`src/aas_pkg.sv`:
```
// Shared constants, register map and carrier types of the converter autoscan sequencer
package aas_pkg;

  // ----------------------------------------------------------------
  // Sizes
  // ----------------------------------------------------------------
  localparam int NCH    = 8;
  localparam int RES_W  = 10;
  localparam int ADDR_W = 10;

  // ----------------------------------------------------------------
  // Register indices (byte address is four times the index)
  // ----------------------------------------------------------------
  localparam logic [7:0] IDX_RES_LOW0  = 8'h00;  // Lows at 0x00..0x07
  localparam logic [7:0] IDX_RES_HIGH  = 8'h08;
  localparam logic [7:0] IDX_CTRL      = 8'hD7;
  localparam logic [7:0] IDX_SCAN_SEL  = 8'hE7;

  // ----------------------------------------------------------------
  // Control register fields and reset values
  // ----------------------------------------------------------------
  localparam int CTRL_DIV_HI = 7;
  localparam int CTRL_DIV_LO = 6;
  localparam int CTRL_RSVD   = 5;
  localparam int CTRL_DONE   = 4;
  localparam int CTRL_RUN    = 3;
  localparam int CTRL_CONT   = 2;
  localparam int CTRL_RISE   = 1;
  localparam int CTRL_FALL   = 0;
  localparam logic [7:0] CTRL_RST     = 8'h00;
  localparam logic [7:0] SCAN_SEL_RST = 8'h00;

  // ----------------------------------------------------------------
  // Prescaler: last count value for divide by 2, 4, 6, 8
  // ----------------------------------------------------------------
  localparam logic [2:0] DIV_LAST [4] = '{3'h1, 3'h3, 3'h5, 3'h7};

  // ----------------------------------------------------------------
  // Types
  // ----------------------------------------------------------------
  typedef enum {AAS_IDLE, AAS_SELECT, AAS_CONVERT} aas_state_e;

  typedef struct packed {
    logic [2:0] chan;
    logic       start;
  } aas_core_req_s;

  typedef struct packed {
    logic [1:0] div_sel;
    logic       cont;
    logic       rise_en;
    logic       fall_en;
  } aas_ctrl_s;

endpackage

```
`src/aas_sequencer.sv`:
```
// Autoscan sequencer: register slave, scan control, prescaler and result store
//
// What this block does
// RL1: Prescaler bits pick divide by 2, 4, 6, 8.
// RL2: Software writes zero to reserved control bit.
// RL3: Scan-done flag set after every selected input converted.
// RL4: Set scan-done flag with enable raises interrupt.
// RL5: Only software clears scan-done flag; never sets it.
// RL6: Setting run flag, software or pin, starts scan.
// RL7: Continuous mode keeps run flag after each loop.
// RL8: One-time mode clears run flag after last channel.
// RL9: Start requests ignored while run flag is one.
// RL10: Software clearing run flag aborts the conversion.
// RL11: Mode bit selects continuous or single scan.
// RL12: Enabled rising pin edge starts and captures.
// RL13: Enabled falling pin edge starts and captures.
// RL14: No start while scan select is all zero.
// RL15: Select write mid-loop applies to next loop.
// RL16: Select bit one includes channel, zero skips.
// RL17: Results read-only, untouched by reset.
// RL18: Low result register gives channel's low byte.
// RL19: Low read latches that channel's top two bits.
// RL20: High register shows latch bits, upper zero.
// RL21: Loop ascends from lowest selected channel.
// RL22: Start held pending while scan-done flag set.
// RL23: Reset clears the whole control register.
// RL24: Idle mode aborts, clears run, halts clock.
// RL25: Start pin passes two flops before edges.
// RL26: Drive core with channel, start; await done.
module aas_sequencer
  import aas_pkg::*;
(
  input  wire logic              clk,
  input  wire logic              rst,
  // Wishbone classic slave
  input  wire logic              cyc_i,
  input  wire logic              stb_i,
  input  wire logic              we_i,
  input  wire logic [ADDR_W-1:0] adr_i,
  input  wire logic [3:0]        sel_i,
  input  wire logic [31:0]       dat_i,
  output logic      [31:0]       dat_o,
  output logic                   ack_o,
  // System side
  input  wire logic              ext_start_pin,
  input  wire logic              idle_mode,
  input  wire logic              irq_en,
  output logic                   irq_o,
  output logic                   capture_o,
  // Analog core side
  output logic                   conv_clk_en,
  output logic      [2:0]        conv_chan,
  output logic                   conv_start,
  input  wire logic              conv_done,
  input  wire logic [RES_W-1:0]  conv_result
);

  // ----------------------------------------------------------------
  // State
  // ----------------------------------------------------------------
  aas_state_e       state, next_state;
  aas_ctrl_s        ctrl, next_ctrl;
  aas_core_req_s    core_req, next_core_req;
  logic [NCH-1:0]   scan_sel, next_scan_sel;
  logic [NCH-1:0]   rem, next_rem;
  logic             run, next_run;
  logic             done_flag, next_done_flag;
  logic             pend, next_pend;
  logic [2:0]       div_cnt, next_div_cnt;
  logic             clk_en, next_clk_en;
  logic             ack, next_ack;
  logic [31:0]      rdata, next_rdata;
  logic             irq, next_irq;
  logic             capture, next_capture;
  logic             sync1, sync2, pin_prev;
  logic [RES_W-1:0] res [NCH];
  logic [1:0]       hi_latch;

  // Decode and event terms
  logic [7:0]       idx;
  logic             wr, rd, wr_ctrl, wr_sel, rd_low;
  logic             ext_rise, ext_fall, ext_start, sw_start, sw_stop;
  logic             start_req, go, store_en, loop_end;
  logic [NCH-1:0]   rem_after;
  logic [2:0]       low_chan;

  // ----------------------------------------------------------------
  // Bus decode
  // ----------------------------------------------------------------
  // One request per cycle pair: the ack cycle itself is not a new request
  assign idx     = adr_i[ADDR_W-1:2];
  assign wr      = cyc_i && stb_i && we_i && !ack && sel_i[0];
  assign rd      = cyc_i && stb_i && !we_i && !ack;
  assign wr_ctrl = wr && (idx == IDX_CTRL);
  assign wr_sel  = wr && (idx == IDX_SCAN_SEL);
  assign rd_low  = rd && (idx < IDX_RES_HIGH);

  // ----------------------------------------------------------------
  // Start pin synchroniser and edge detect
  // ----------------------------------------------------------------
  // Only the second stage feeds the edge logic, so one edge is one request
  always_ff @(posedge clk or posedge rst) begin
    if (rst) begin
      sync1    <= 1'b0;
      sync2    <= 1'b0;
      pin_prev <= 1'b0;
    end else begin
      sync1    <= ext_start_pin;  // [RL25]
      sync2    <= sync1;          // [RL25]
      pin_prev <= sync2;
    end
  end

  assign ext_rise  = sync2 && !pin_prev;
  assign ext_fall  = !sync2 && pin_prev;
  assign ext_start = (ext_rise && ctrl.rise_en)   // [RL12]
                   || (ext_fall && ctrl.fall_en); // [RL13]

  // ----------------------------------------------------------------
  // Start, stop and loop events
  // ----------------------------------------------------------------
  assign sw_start  = wr_ctrl && dat_i[CTRL_RUN];
  assign sw_stop   = wr_ctrl && !dat_i[CTRL_RUN] && run;
  // A running scan swallows further starts
  assign start_req = (sw_start || ext_start) && !run;  // [RL6] [RL9]
  // Pending or fresh start only fires once the done flag is clear
  assign go        = (start_req || pend) && !done_flag  // [RL22]
                   && (scan_sel != '0)                // [RL14]
                   && !idle_mode;
  assign store_en  = (state == AAS_CONVERT) && conv_done
                   && !idle_mode && !sw_stop;           // [RL26]
  assign rem_after = rem & ~(NCH'(1) << core_req.chan);
  assign loop_end  = store_en && (rem_after == '0);

  // Lowest remaining channel; loop runs downward so the lowest wins
  always_comb begin
    low_chan = 3'h0;
    for (int i = NCH - 1; i >= 0; i--) begin
      if (rem[i]) begin
        low_chan = 3'(i);  // [RL21]
      end
    end
  end

  // ----------------------------------------------------------------
  // Control, flags and sequencer next state
  // ----------------------------------------------------------------
  always_comb begin
    next_ctrl      = ctrl;
    next_scan_sel  = scan_sel;
    next_state     = state;
    next_rem       = rem;
    next_run       = run;
    next_pend      = pend;
    next_done_flag = done_flag;
    next_core_req  = '{chan: core_req.chan, start: 1'b0};

    // Plain configuration fields; reserved bit is not stored
    if (wr_ctrl) begin
      next_ctrl.div_sel = dat_i[CTRL_DIV_HI:CTRL_DIV_LO];  // [RL1]
      next_ctrl.cont    = dat_i[CTRL_CONT];                // [RL11]
      next_ctrl.rise_en = dat_i[CTRL_RISE];
      next_ctrl.fall_en = dat_i[CTRL_FALL];
    end
    if (wr_sel) begin
      next_scan_sel = dat_i[NCH-1:0];  // [RL16]
    end

    // Writing zero clears; writing one does nothing; a set wins
    if (wr_ctrl && !dat_i[CTRL_DONE]) begin
      next_done_flag = 1'b0;  // [RL5]
    end
    if (loop_end) begin
      next_done_flag = 1'b1;  // [RL3]
    end

    // Start arriving under a set done flag is remembered
    if (start_req && done_flag) begin
      next_pend = 1'b1;  // [RL22]
    end

    // Sequencer proper
    case (state)
      AAS_SELECT: begin
        next_core_req = '{chan: low_chan, start: !sw_stop && !idle_mode};  // [RL26]
        next_state    = AAS_CONVERT;
      end
      AAS_CONVERT: begin
        if (store_en) begin
          next_rem = rem_after;
          if (!loop_end) begin
            next_state = AAS_SELECT;  // [RL21]
          end else if (ctrl.cont && (scan_sel != '0)) begin
            next_rem   = scan_sel;    // [RL7] [RL15]
            next_state = AAS_SELECT;
          end else begin
            next_run   = 1'b0;        // [RL8]
            next_state = AAS_IDLE;
          end
        end
      end
      default: begin
        if (go) begin
          // Selection is copied here so mid-loop writes wait a loop
          next_run   = 1'b1;          // [RL6]
          next_pend  = 1'b0;
          next_rem   = scan_sel;      // [RL15]
          next_state = AAS_SELECT;
        end
      end
    endcase

    // Abort paths override the sequencer; the done flag is left alone
    if (sw_stop) begin
      next_run   = 1'b0;  // [RL10]
      next_state = AAS_IDLE;
    end
    if (idle_mode) begin
      next_run   = 1'b0;  // [RL24]
      next_pend  = 1'b0;
      next_state = AAS_IDLE;
    end
  end

  always_ff @(posedge clk or posedge rst) begin
    if (rst) begin
      ctrl      <= aas_ctrl_s'(5'h00);  // [RL23]
      scan_sel  <= SCAN_SEL_RST;
      state     <= AAS_IDLE;
      rem       <= '0;
      run       <= CTRL_RST[CTRL_RUN];  // [RL23]
      pend      <= 1'b0;
      done_flag <= CTRL_RST[CTRL_DONE]; // [RL23]
      core_req  <= '0;
    end else begin
      ctrl      <= next_ctrl;
      scan_sel  <= next_scan_sel;
      state     <= next_state;
      rem       <= next_rem;
      run       <= next_run;
      pend      <= next_pend;
      done_flag <= next_done_flag;
      core_req  <= next_core_req;
    end
  end

  assign conv_chan  = core_req.chan;
  assign conv_start = core_req.start;

  // ----------------------------------------------------------------
  // Converter clock prescaler
  // ----------------------------------------------------------------
  // Counter rests at zero when idle, so the clock really halts
  always_comb begin
    next_div_cnt = 3'h0;
    next_clk_en  = 1'b0;
    if ((state != AAS_IDLE) && !idle_mode) begin
      if (div_cnt >= DIV_LAST[ctrl.div_sel]) begin
        next_clk_en = 1'b1;  // [RL1]
      end else begin
        next_div_cnt = div_cnt + 3'h1;
      end
    end
  end

  always_ff @(posedge clk or posedge rst) begin
    if (rst) begin
      div_cnt <= 3'h0;
      clk_en  <= 1'b0;
    end else begin
      div_cnt <= next_div_cnt;
      clk_en  <= next_clk_en;  // [RL24]
    end
  end

  assign conv_clk_en = clk_en;

  // ----------------------------------------------------------------
  // Result store and high-bit latch
  // ----------------------------------------------------------------
  // No reset on purpose: contents survive chip reset
  always_ff @(posedge clk) begin
    if (store_en) begin
      res[core_req.chan] <= conv_result;  // [RL17] [RL26]
    end
    if (rd_low) begin
      hi_latch <= res[idx[2:0]][RES_W-1:8];  // [RL19]
    end
  end

  // ----------------------------------------------------------------
  // Bus answer, interrupt and capture outputs
  // ----------------------------------------------------------------
  // Every access is acked one cycle later; unmapped reads give zero
  always_comb begin
    next_ack     = cyc_i && stb_i && !ack;
    next_rdata   = 32'h0000_0000;
    next_irq     = done_flag && irq_en;  // [RL4]
    next_capture = ext_start;            // [RL12] [RL13]
    if (rd) begin
      if (rd_low) begin
        next_rdata[7:0] = res[idx[2:0]][7:0];  // [RL18]
      end else if (idx == IDX_RES_HIGH) begin
        next_rdata[1:0] = hi_latch;             // [RL20]
      end else if (idx == IDX_CTRL) begin
        // Run reads as the effective state, so a pending start shows zero
        next_rdata[7:0] = {ctrl.div_sel, 1'b0, done_flag, run,
                           ctrl.cont, ctrl.rise_en, ctrl.fall_en};
      end else if (idx == IDX_SCAN_SEL) begin
        next_rdata[7:0] = scan_sel;
      end
    end
  end

  always_ff @(posedge clk or posedge rst) begin
    if (rst) begin
      ack     <= 1'b0;
      rdata   <= 32'h0000_0000;
      irq     <= 1'b0;
      capture <= 1'b0;
    end else begin
      ack     <= next_ack;
      rdata   <= next_rdata;
      irq     <= next_irq;
      capture <= next_capture;
    end
  end

  assign ack_o     = ack;
  assign dat_o     = rdata;
  assign irq_o     = irq;
  assign capture_o = capture;
endmodule

```
`config.mk`:
```
export PLATFORM = sky130hd
export DESIGN_NAME = aas_sequencer
export DESIGN_NICKNAME = d
export VERILOG_FILES = /design/src/aas_pkg.sv /design/src/aas_sequencer.sv
export SDC_FILE = /design/constraint.sdc
export NUM_CORES = 1
export LEC_CHECK = 0
export BUFFER_PORTS_ARGS = -buffer_cell sky130_fd_sc_hd__buf_4
export CORE_MARGIN = 4
export CORE_UTILIZATION = 47
export CTS_CLUSTER_DIAMETER = 100
export DETAILED_ROUTE_END_ITERATION = 16
export PLACE_DENSITY_LB_ADDON = 0.3
export SLEW_MARGIN = 0
export SYNTH_ARGS = -nofsm -noshare
export SYNTH_HDL_FRONTEND = slang
export SYNTH_SLANG_ARGS = --single-unit
```
`constraint.sdc`:
```
create_clock -name clk -period 3.5 [get_ports clk]
set_input_delay 0.525 -clock clk [delete_from_list [all_inputs] [get_ports clk]]
set_output_delay 0.525 -clock clk [all_outputs]
set_load 0.03 [all_outputs]
```
[Yosys cells after proc, flatten, opt, wreduce, memory -nomap -nowiden]
Memories as Yosys holds them, arrays and structs flattened.
Index checks and enable logic that the tools add are counted.
Word-level totals
  output and inout port bits: 40
  bits in writable memories: 80
  memories kept: 1
  logic and storage cells: 147
  input bits: 65
  bits in registers: 80
Memory list
  res: depth 8, bits a word 10, read ports 1, clocked after Yosys merged registers in 0, write ports 1, line aas_sequencer.sv:76  | logic [RES_W-1:0] res [NCH];
Cells by class
  equality and inequality tests: 11
  bitwise gates (word level): 4
  $lt $le $gt $ge: 3
  shift-type cells: 1
  $add $sub $neg: 1
  reductions and logical operators: 55
  multiplexer cells: 49
Operators with widths (number)
  $mux 32: 4
  $mux 8: 8
  $pmux 32 s2: 1
  $mux 3: 12
  $eq 32x1->1 const B: 1
  $eq 32x2->1 const B: 1
  $eq 32x3->1 const B: 1
  $reduce_bool 32->1: 1
  $logic_and 1x1->1: 31
  $mux 1: 19
  $eq 8x8->1 const B: 2
  $pmux 8 s2: 1
  $ne 4x4->1 const B: 3
  $logic_not 1->1: 10
  $and 8x8->8: 1
  $eq 8x4->1 const B: 1
  $logic_not 8->1: 1
  $lt 8x4->1 const B: 1
  $not 8->8: 1
  $reduce_bool 8->1: 1
  $shl 1x3->8 const A: 1
  $bmux 3 s2: 1
  $mux 6: 1
  $reduce_and 5->1: 1
  16 further kinds: 19

[Depth between registers and ports, before layout]
  word-level depth: 16
  depth in mapped cells: 8

[Worst setup path after synthesis]
No wires, ideal clock.
  kind: reg2reg
  start point: register ack (netlist: ack_o)
  end point: memory res[0][0], enable pin
  clock period less this slack: 2.604 ns
  setup slack: 0.896 ns
  cell stages (with the launch flop): 6
  arrival: 2.201 ns
  cells stage by stage: dfrtp_1 nand3b_1 nor4_1 nor2_1 nand3_1 nor4_1
Between the ends
  word-level cells in the longest chain between the ends: 10
Ends and longest elaborated chain
  from (decl): line aas_sequencer.sv:71  | logic ack, next_ack;
  from (signal assigned): line aas_sequencer.sv:322  | ack <= next_ack;
  $logic_not 1->1: line aas_sequencer.sv:92  | assign wr = cyc_i && stb_i && we_i && !ack && sel_i[0];
  $logic_and 1x1->1 (2 in a row): line aas_sequencer.sv:92
  $logic_and 1x1->1: line aas_sequencer.sv:94  | assign wr_ctrl = wr && (idx == IDX_CTRL);
  $logic_and 1x1->1 (2 in a row): line aas_sequencer.sv:123  | assign sw_stop = wr_ctrl && !dat_i[CTRL_RUN] && run;
  $logic_not 1->1: line aas_sequencer.sv:131  | && !idle_mode && !sw_stop;
  $logic_and 1x1->1: line aas_sequencer.sv:131
  $mux 1: line aas_sequencer.sv:283  | if (store_en) begin
  $mux 1 (not written as such): line aas_sequencer.sv:284  | res[core_req.chan] <= conv_result;
  to (decl): line aas_sequencer.sv:76
No other way between the ends.

[Worst setup path in the final report]
  start point: register run
  end point: memory res[5][1], enable pin
Between the ends
  word-level cells in the longest chain between the ends: 5
Ends and longest elaborated chain
  from (decl): line aas_sequencer.sv:66  | logic run, next_run;
  from (signal assigned): line aas_sequencer.sv:231  | run <= CTRL_RST[CTRL_RUN];
  from (signal assigned): line aas_sequencer.sv:240  | run <= next_run;
  $logic_and 1x1->1: line aas_sequencer.sv:123
  $logic_not 1->1: line aas_sequencer.sv:131
  $logic_and 1x1->1: line aas_sequencer.sv:131
  $mux 1: line aas_sequencer.sv:283
  $mux 1 (not written as such): line aas_sequencer.sv:284
No other way between the ends.

==> flow_summary.toml <==
[critical_path]
r2r_end = "res[5][1]"
crit_buf_inv = 0
cp.arrival_ns = 2.65
reg2reg_from = "run"
critPathLaunchType = "flop"
criticalPathCategory = "flop to flop"
worstPathCellList = "nand4b_1 > nor4_1 > nor2_1 > nand4_1 > nor2_1"
critPathRequiredTime_ns = 3.53
crit_family = "simple AND/OR/NAND/NOR gates"
reg2reg_depth = 5
crit_slowest_cell = "nor2_1"
crit_top_cell = "nor2_1"
cp_max_fo = 10
crit_path_end_kind = "flop"
rrSetupSlack_ns = 0.88
crit_path_max_incr_delay_ns = 0.93

[yosys]
yosys_warnings = 0
syn_inst = 404
synth.distinct_cells = 55
syn_area_per_cell_sq_um = 14.3
synth_edf_count = 82
synth_flop_cell = "edfxtp_1"
synth_seq_cells = 130
ys_async_sr_fraction_pct = 36.9
yosysSeqAreaShare_pct = 63.4
syn-cell-area_sq_um = 5780

[cts]
max-clock-path-buffers = 2
cts_buffers = 17
cts_tree = "built"
clk_pin_slew_ns = 0.06
post_cts_buffers = 0
cts_max_level = 4
cts_sinks = 130
root_buffer = "clkbuf_16"
clkLatencyLatePin_ns = 0.41
cts_hold_buf = 0
cts_resized = 0

[placement]
place_ws_ns = 0.568
io_buffers = 51
dp.cells = 592
place_congestion = 0.839
place_area_sq_um = 6240
dpl.hpwl_mm = 8.47

[global_routing]
grt_pass1_vias = 3659
grt_pass1_wl_mm = 19.6
grt_max_degree = 49
grtUsageTotal_pct = 18.2
antenna_found_initial = 0
grt-ovfl-total = 0

[routing]
via_count = 3553
drcViolationCount = 0
wl_mm = 12.3
drtIter0Drc = 293
ant_nets = 0
drtPass1Iterations = 4
wl_per_cell_microns = 19.6
vias_per_cell = 5.69

[final_layout]
mostFrequentLayoutCell = "edfxtp_1"
stdcell_count = 624
finish.instance_area_sq_um = 6810
drive_gt1_share_pct = 27.5
areaGrowthSynthToFinish_pct = 17.8
layout.nets = 536
final_util_pct = 56.7
diodes = 0
layout_common_cells = "edfxtp_1 (82), buf_4 (61), dfrtp_1 (48), conb_1 (24), nand2_1 (22)"

[power_and_ir_drop]
powerDensity_nw_per_um2 = 603
ir_worst_vdd_mv = 0.355
p_leak_nw = 2.70

[floorplanning]
start_util_pct = 48.1
die_w_microns = 119
rows = 40
die_area_sq_um = 14100
core_sq_um = 12000
ios = 105
die_h_microns = 119

[min_path]
hold-path-cell-count = 1
hp-class = "primary input to flop"
min_from = "ext_start_pin"
min_to = "sync1"

[sta]
slew_violations = 0
setup_violations = 0
finalCriticalPeriod_ns = 2.62
hold_violations = 0
fin_worst_skew_ns = 0.00864
worst_slack_ns = 0.881
tightest_slew_ns = 1.12
rsz0062_at_grt = "false"
slew_headroom_pct = 25.2
fmax_mhz = 382
fin_crit_sh_pct = 74.8
tns_ns = 0

[flow_run]
cap_viol_max_count = 0

[run_status]
status = "complete, no violations"
==> area by class of cell <==
cell class | count | area, sq um
well taps | 147 | 184
flip-flops and latches | 130 | 3660
repair buffers | 61 | 458
multi-input cells | 232 | 1850
inverters | 22 | 82.6
clock inverters | 14 | 139
clock buffers | 18 | 429
fillers | 996 | 5200
==> how the worst max path moves through the flow <==
stage | from | end | depth (start not counted)
finish | run | res[5][1] | 5
global route | run | res[5][3] | 5
CTS | state[0] | res[5][5] | 4
detailed placement | adr_i[4] | res[5][8] | 6
global placement | adr_i[4] | res[6][0] | 6
floorplan | ack_o | res[0][0] | 5
==> power by group <==
group / total [mW] / switching (mW) / internal, mW
logic: 0.569 / 0.330 / 0.240
registers: 1.86 / 0.140 / 1.72
clock network: 1.68 / 0.635 / 1.04
total: 4.10 / 1.10 / 3.00
==> logic make-up (layout without fill, tap and decap cells) <==
logic type	after synthesis	after routing	share of synthesized area, %
AOI/OAI and AO/OA	75	75	9.11
xor gates and xnor gates	1	1	0.152
other	1	24	0.0649
buffers and inverters	65	115	6.19
and+or+nand+nor	86	86	8.16
adders and majority gates	7	7	1.52
muxes	39	39	11.4
DFF	130	130	63.4
==> routing by layer <==
layer | vias up | part of all wire (%) | GRT usage, %
met5 | - | 0 | 0
met4 | 0 | 1.9 | 6.81
met3 | 17 | 5.6 | 4.65
met2 | 123 | 50 | 29.7
met1 | 1778 | 43 | 23.5
li1 | 1635 | - | -
==> worst register-to-register path: stages, from the launching register on <==
cell and delay [ns]:
dfrtp_1 0.46, nand4b_1 0.14, nor4_1 0.10, nor2_1 0.32
nand4_1 0.28, nor2_1 0.93
==> stage by stage <==
step / hold WS (ns) / total power, mW
after floorplan: 0.331 / 2.29
after global placement: 0.338 / 2.43
after detailed placement: 0.340 / 2.45
after CTS: 0.204 / 4.13
after global routing: 0.201 / 4.28
final: 0.224 / 4.10
==> flip-flops by register name (all words and copies together) (netlist names) <==
signal,flops
done_flag,1
ctrl,5
sync1,1
dat_o,8
sync2,1
scan_sel,8
res,80
conv_clk_en,1
state,2
pin_prev,1
run,1
ack_o,1
rem,8
conv_start,1
conv_chan,3
irq_o,1
capture_o,1
div_cnt,3
hi_latch,2
pend,1
==> synthesized netlist by cell type (2+ instances only) <==
| master | count | area share [%] |
|---|---|---|
| nor4_1 | 5 | 0.54 |
| a21oi_1 | 12 | 1.0 |
| or4_1 | 5 | 0.65 |
| o211a_1 | 5 | 0.87 |
| nor3_1 | 10 | 0.87 |
| nand4_1 | 4 | 0.43 |
| a221o_1 | 2 | 0.35 |
| ha_1 | 7 | 1.5 |
| edfxtp_1 | 82 | 43 |
| nand4b_1 | 3 | 0.45 |
| o22ai_1 | 3 | 0.32 |
| nor2_1 | 21 | 1.4 |
| a211oi_1 | 2 | 0.26 |
| mux4_2 | 20 | 7.8 |
| mux2i_1 | 3 | 0.52 |
| mux2_2 | 16 | 3.1 |
| nand3_1 | 2 | 0.17 |
| o21ai_0 | 16 | 1.4 |
| inv_1 | 22 | 1.4 |
| nand2_1 | 22 | 1.4 |
| nand2b_1 | 3 | 0.32 |
| a222oi_1 | 4 | 0.69 |
| dfrtp_1 | 48 | 21 |
| and3b_1 | 2 | 0.30 |
| buf_4 | 28 | 3.6 |
| o31ai_1 | 9 | 1.2 |
| clkbuf_1 | 11 | 0.71 |
| a31oi_1 | 8 | 0.87 |
| o311a_1 | 2 | 0.35 |
| buf_1 | 2 | 0.13 |
(Power assumes the default switching activity.)
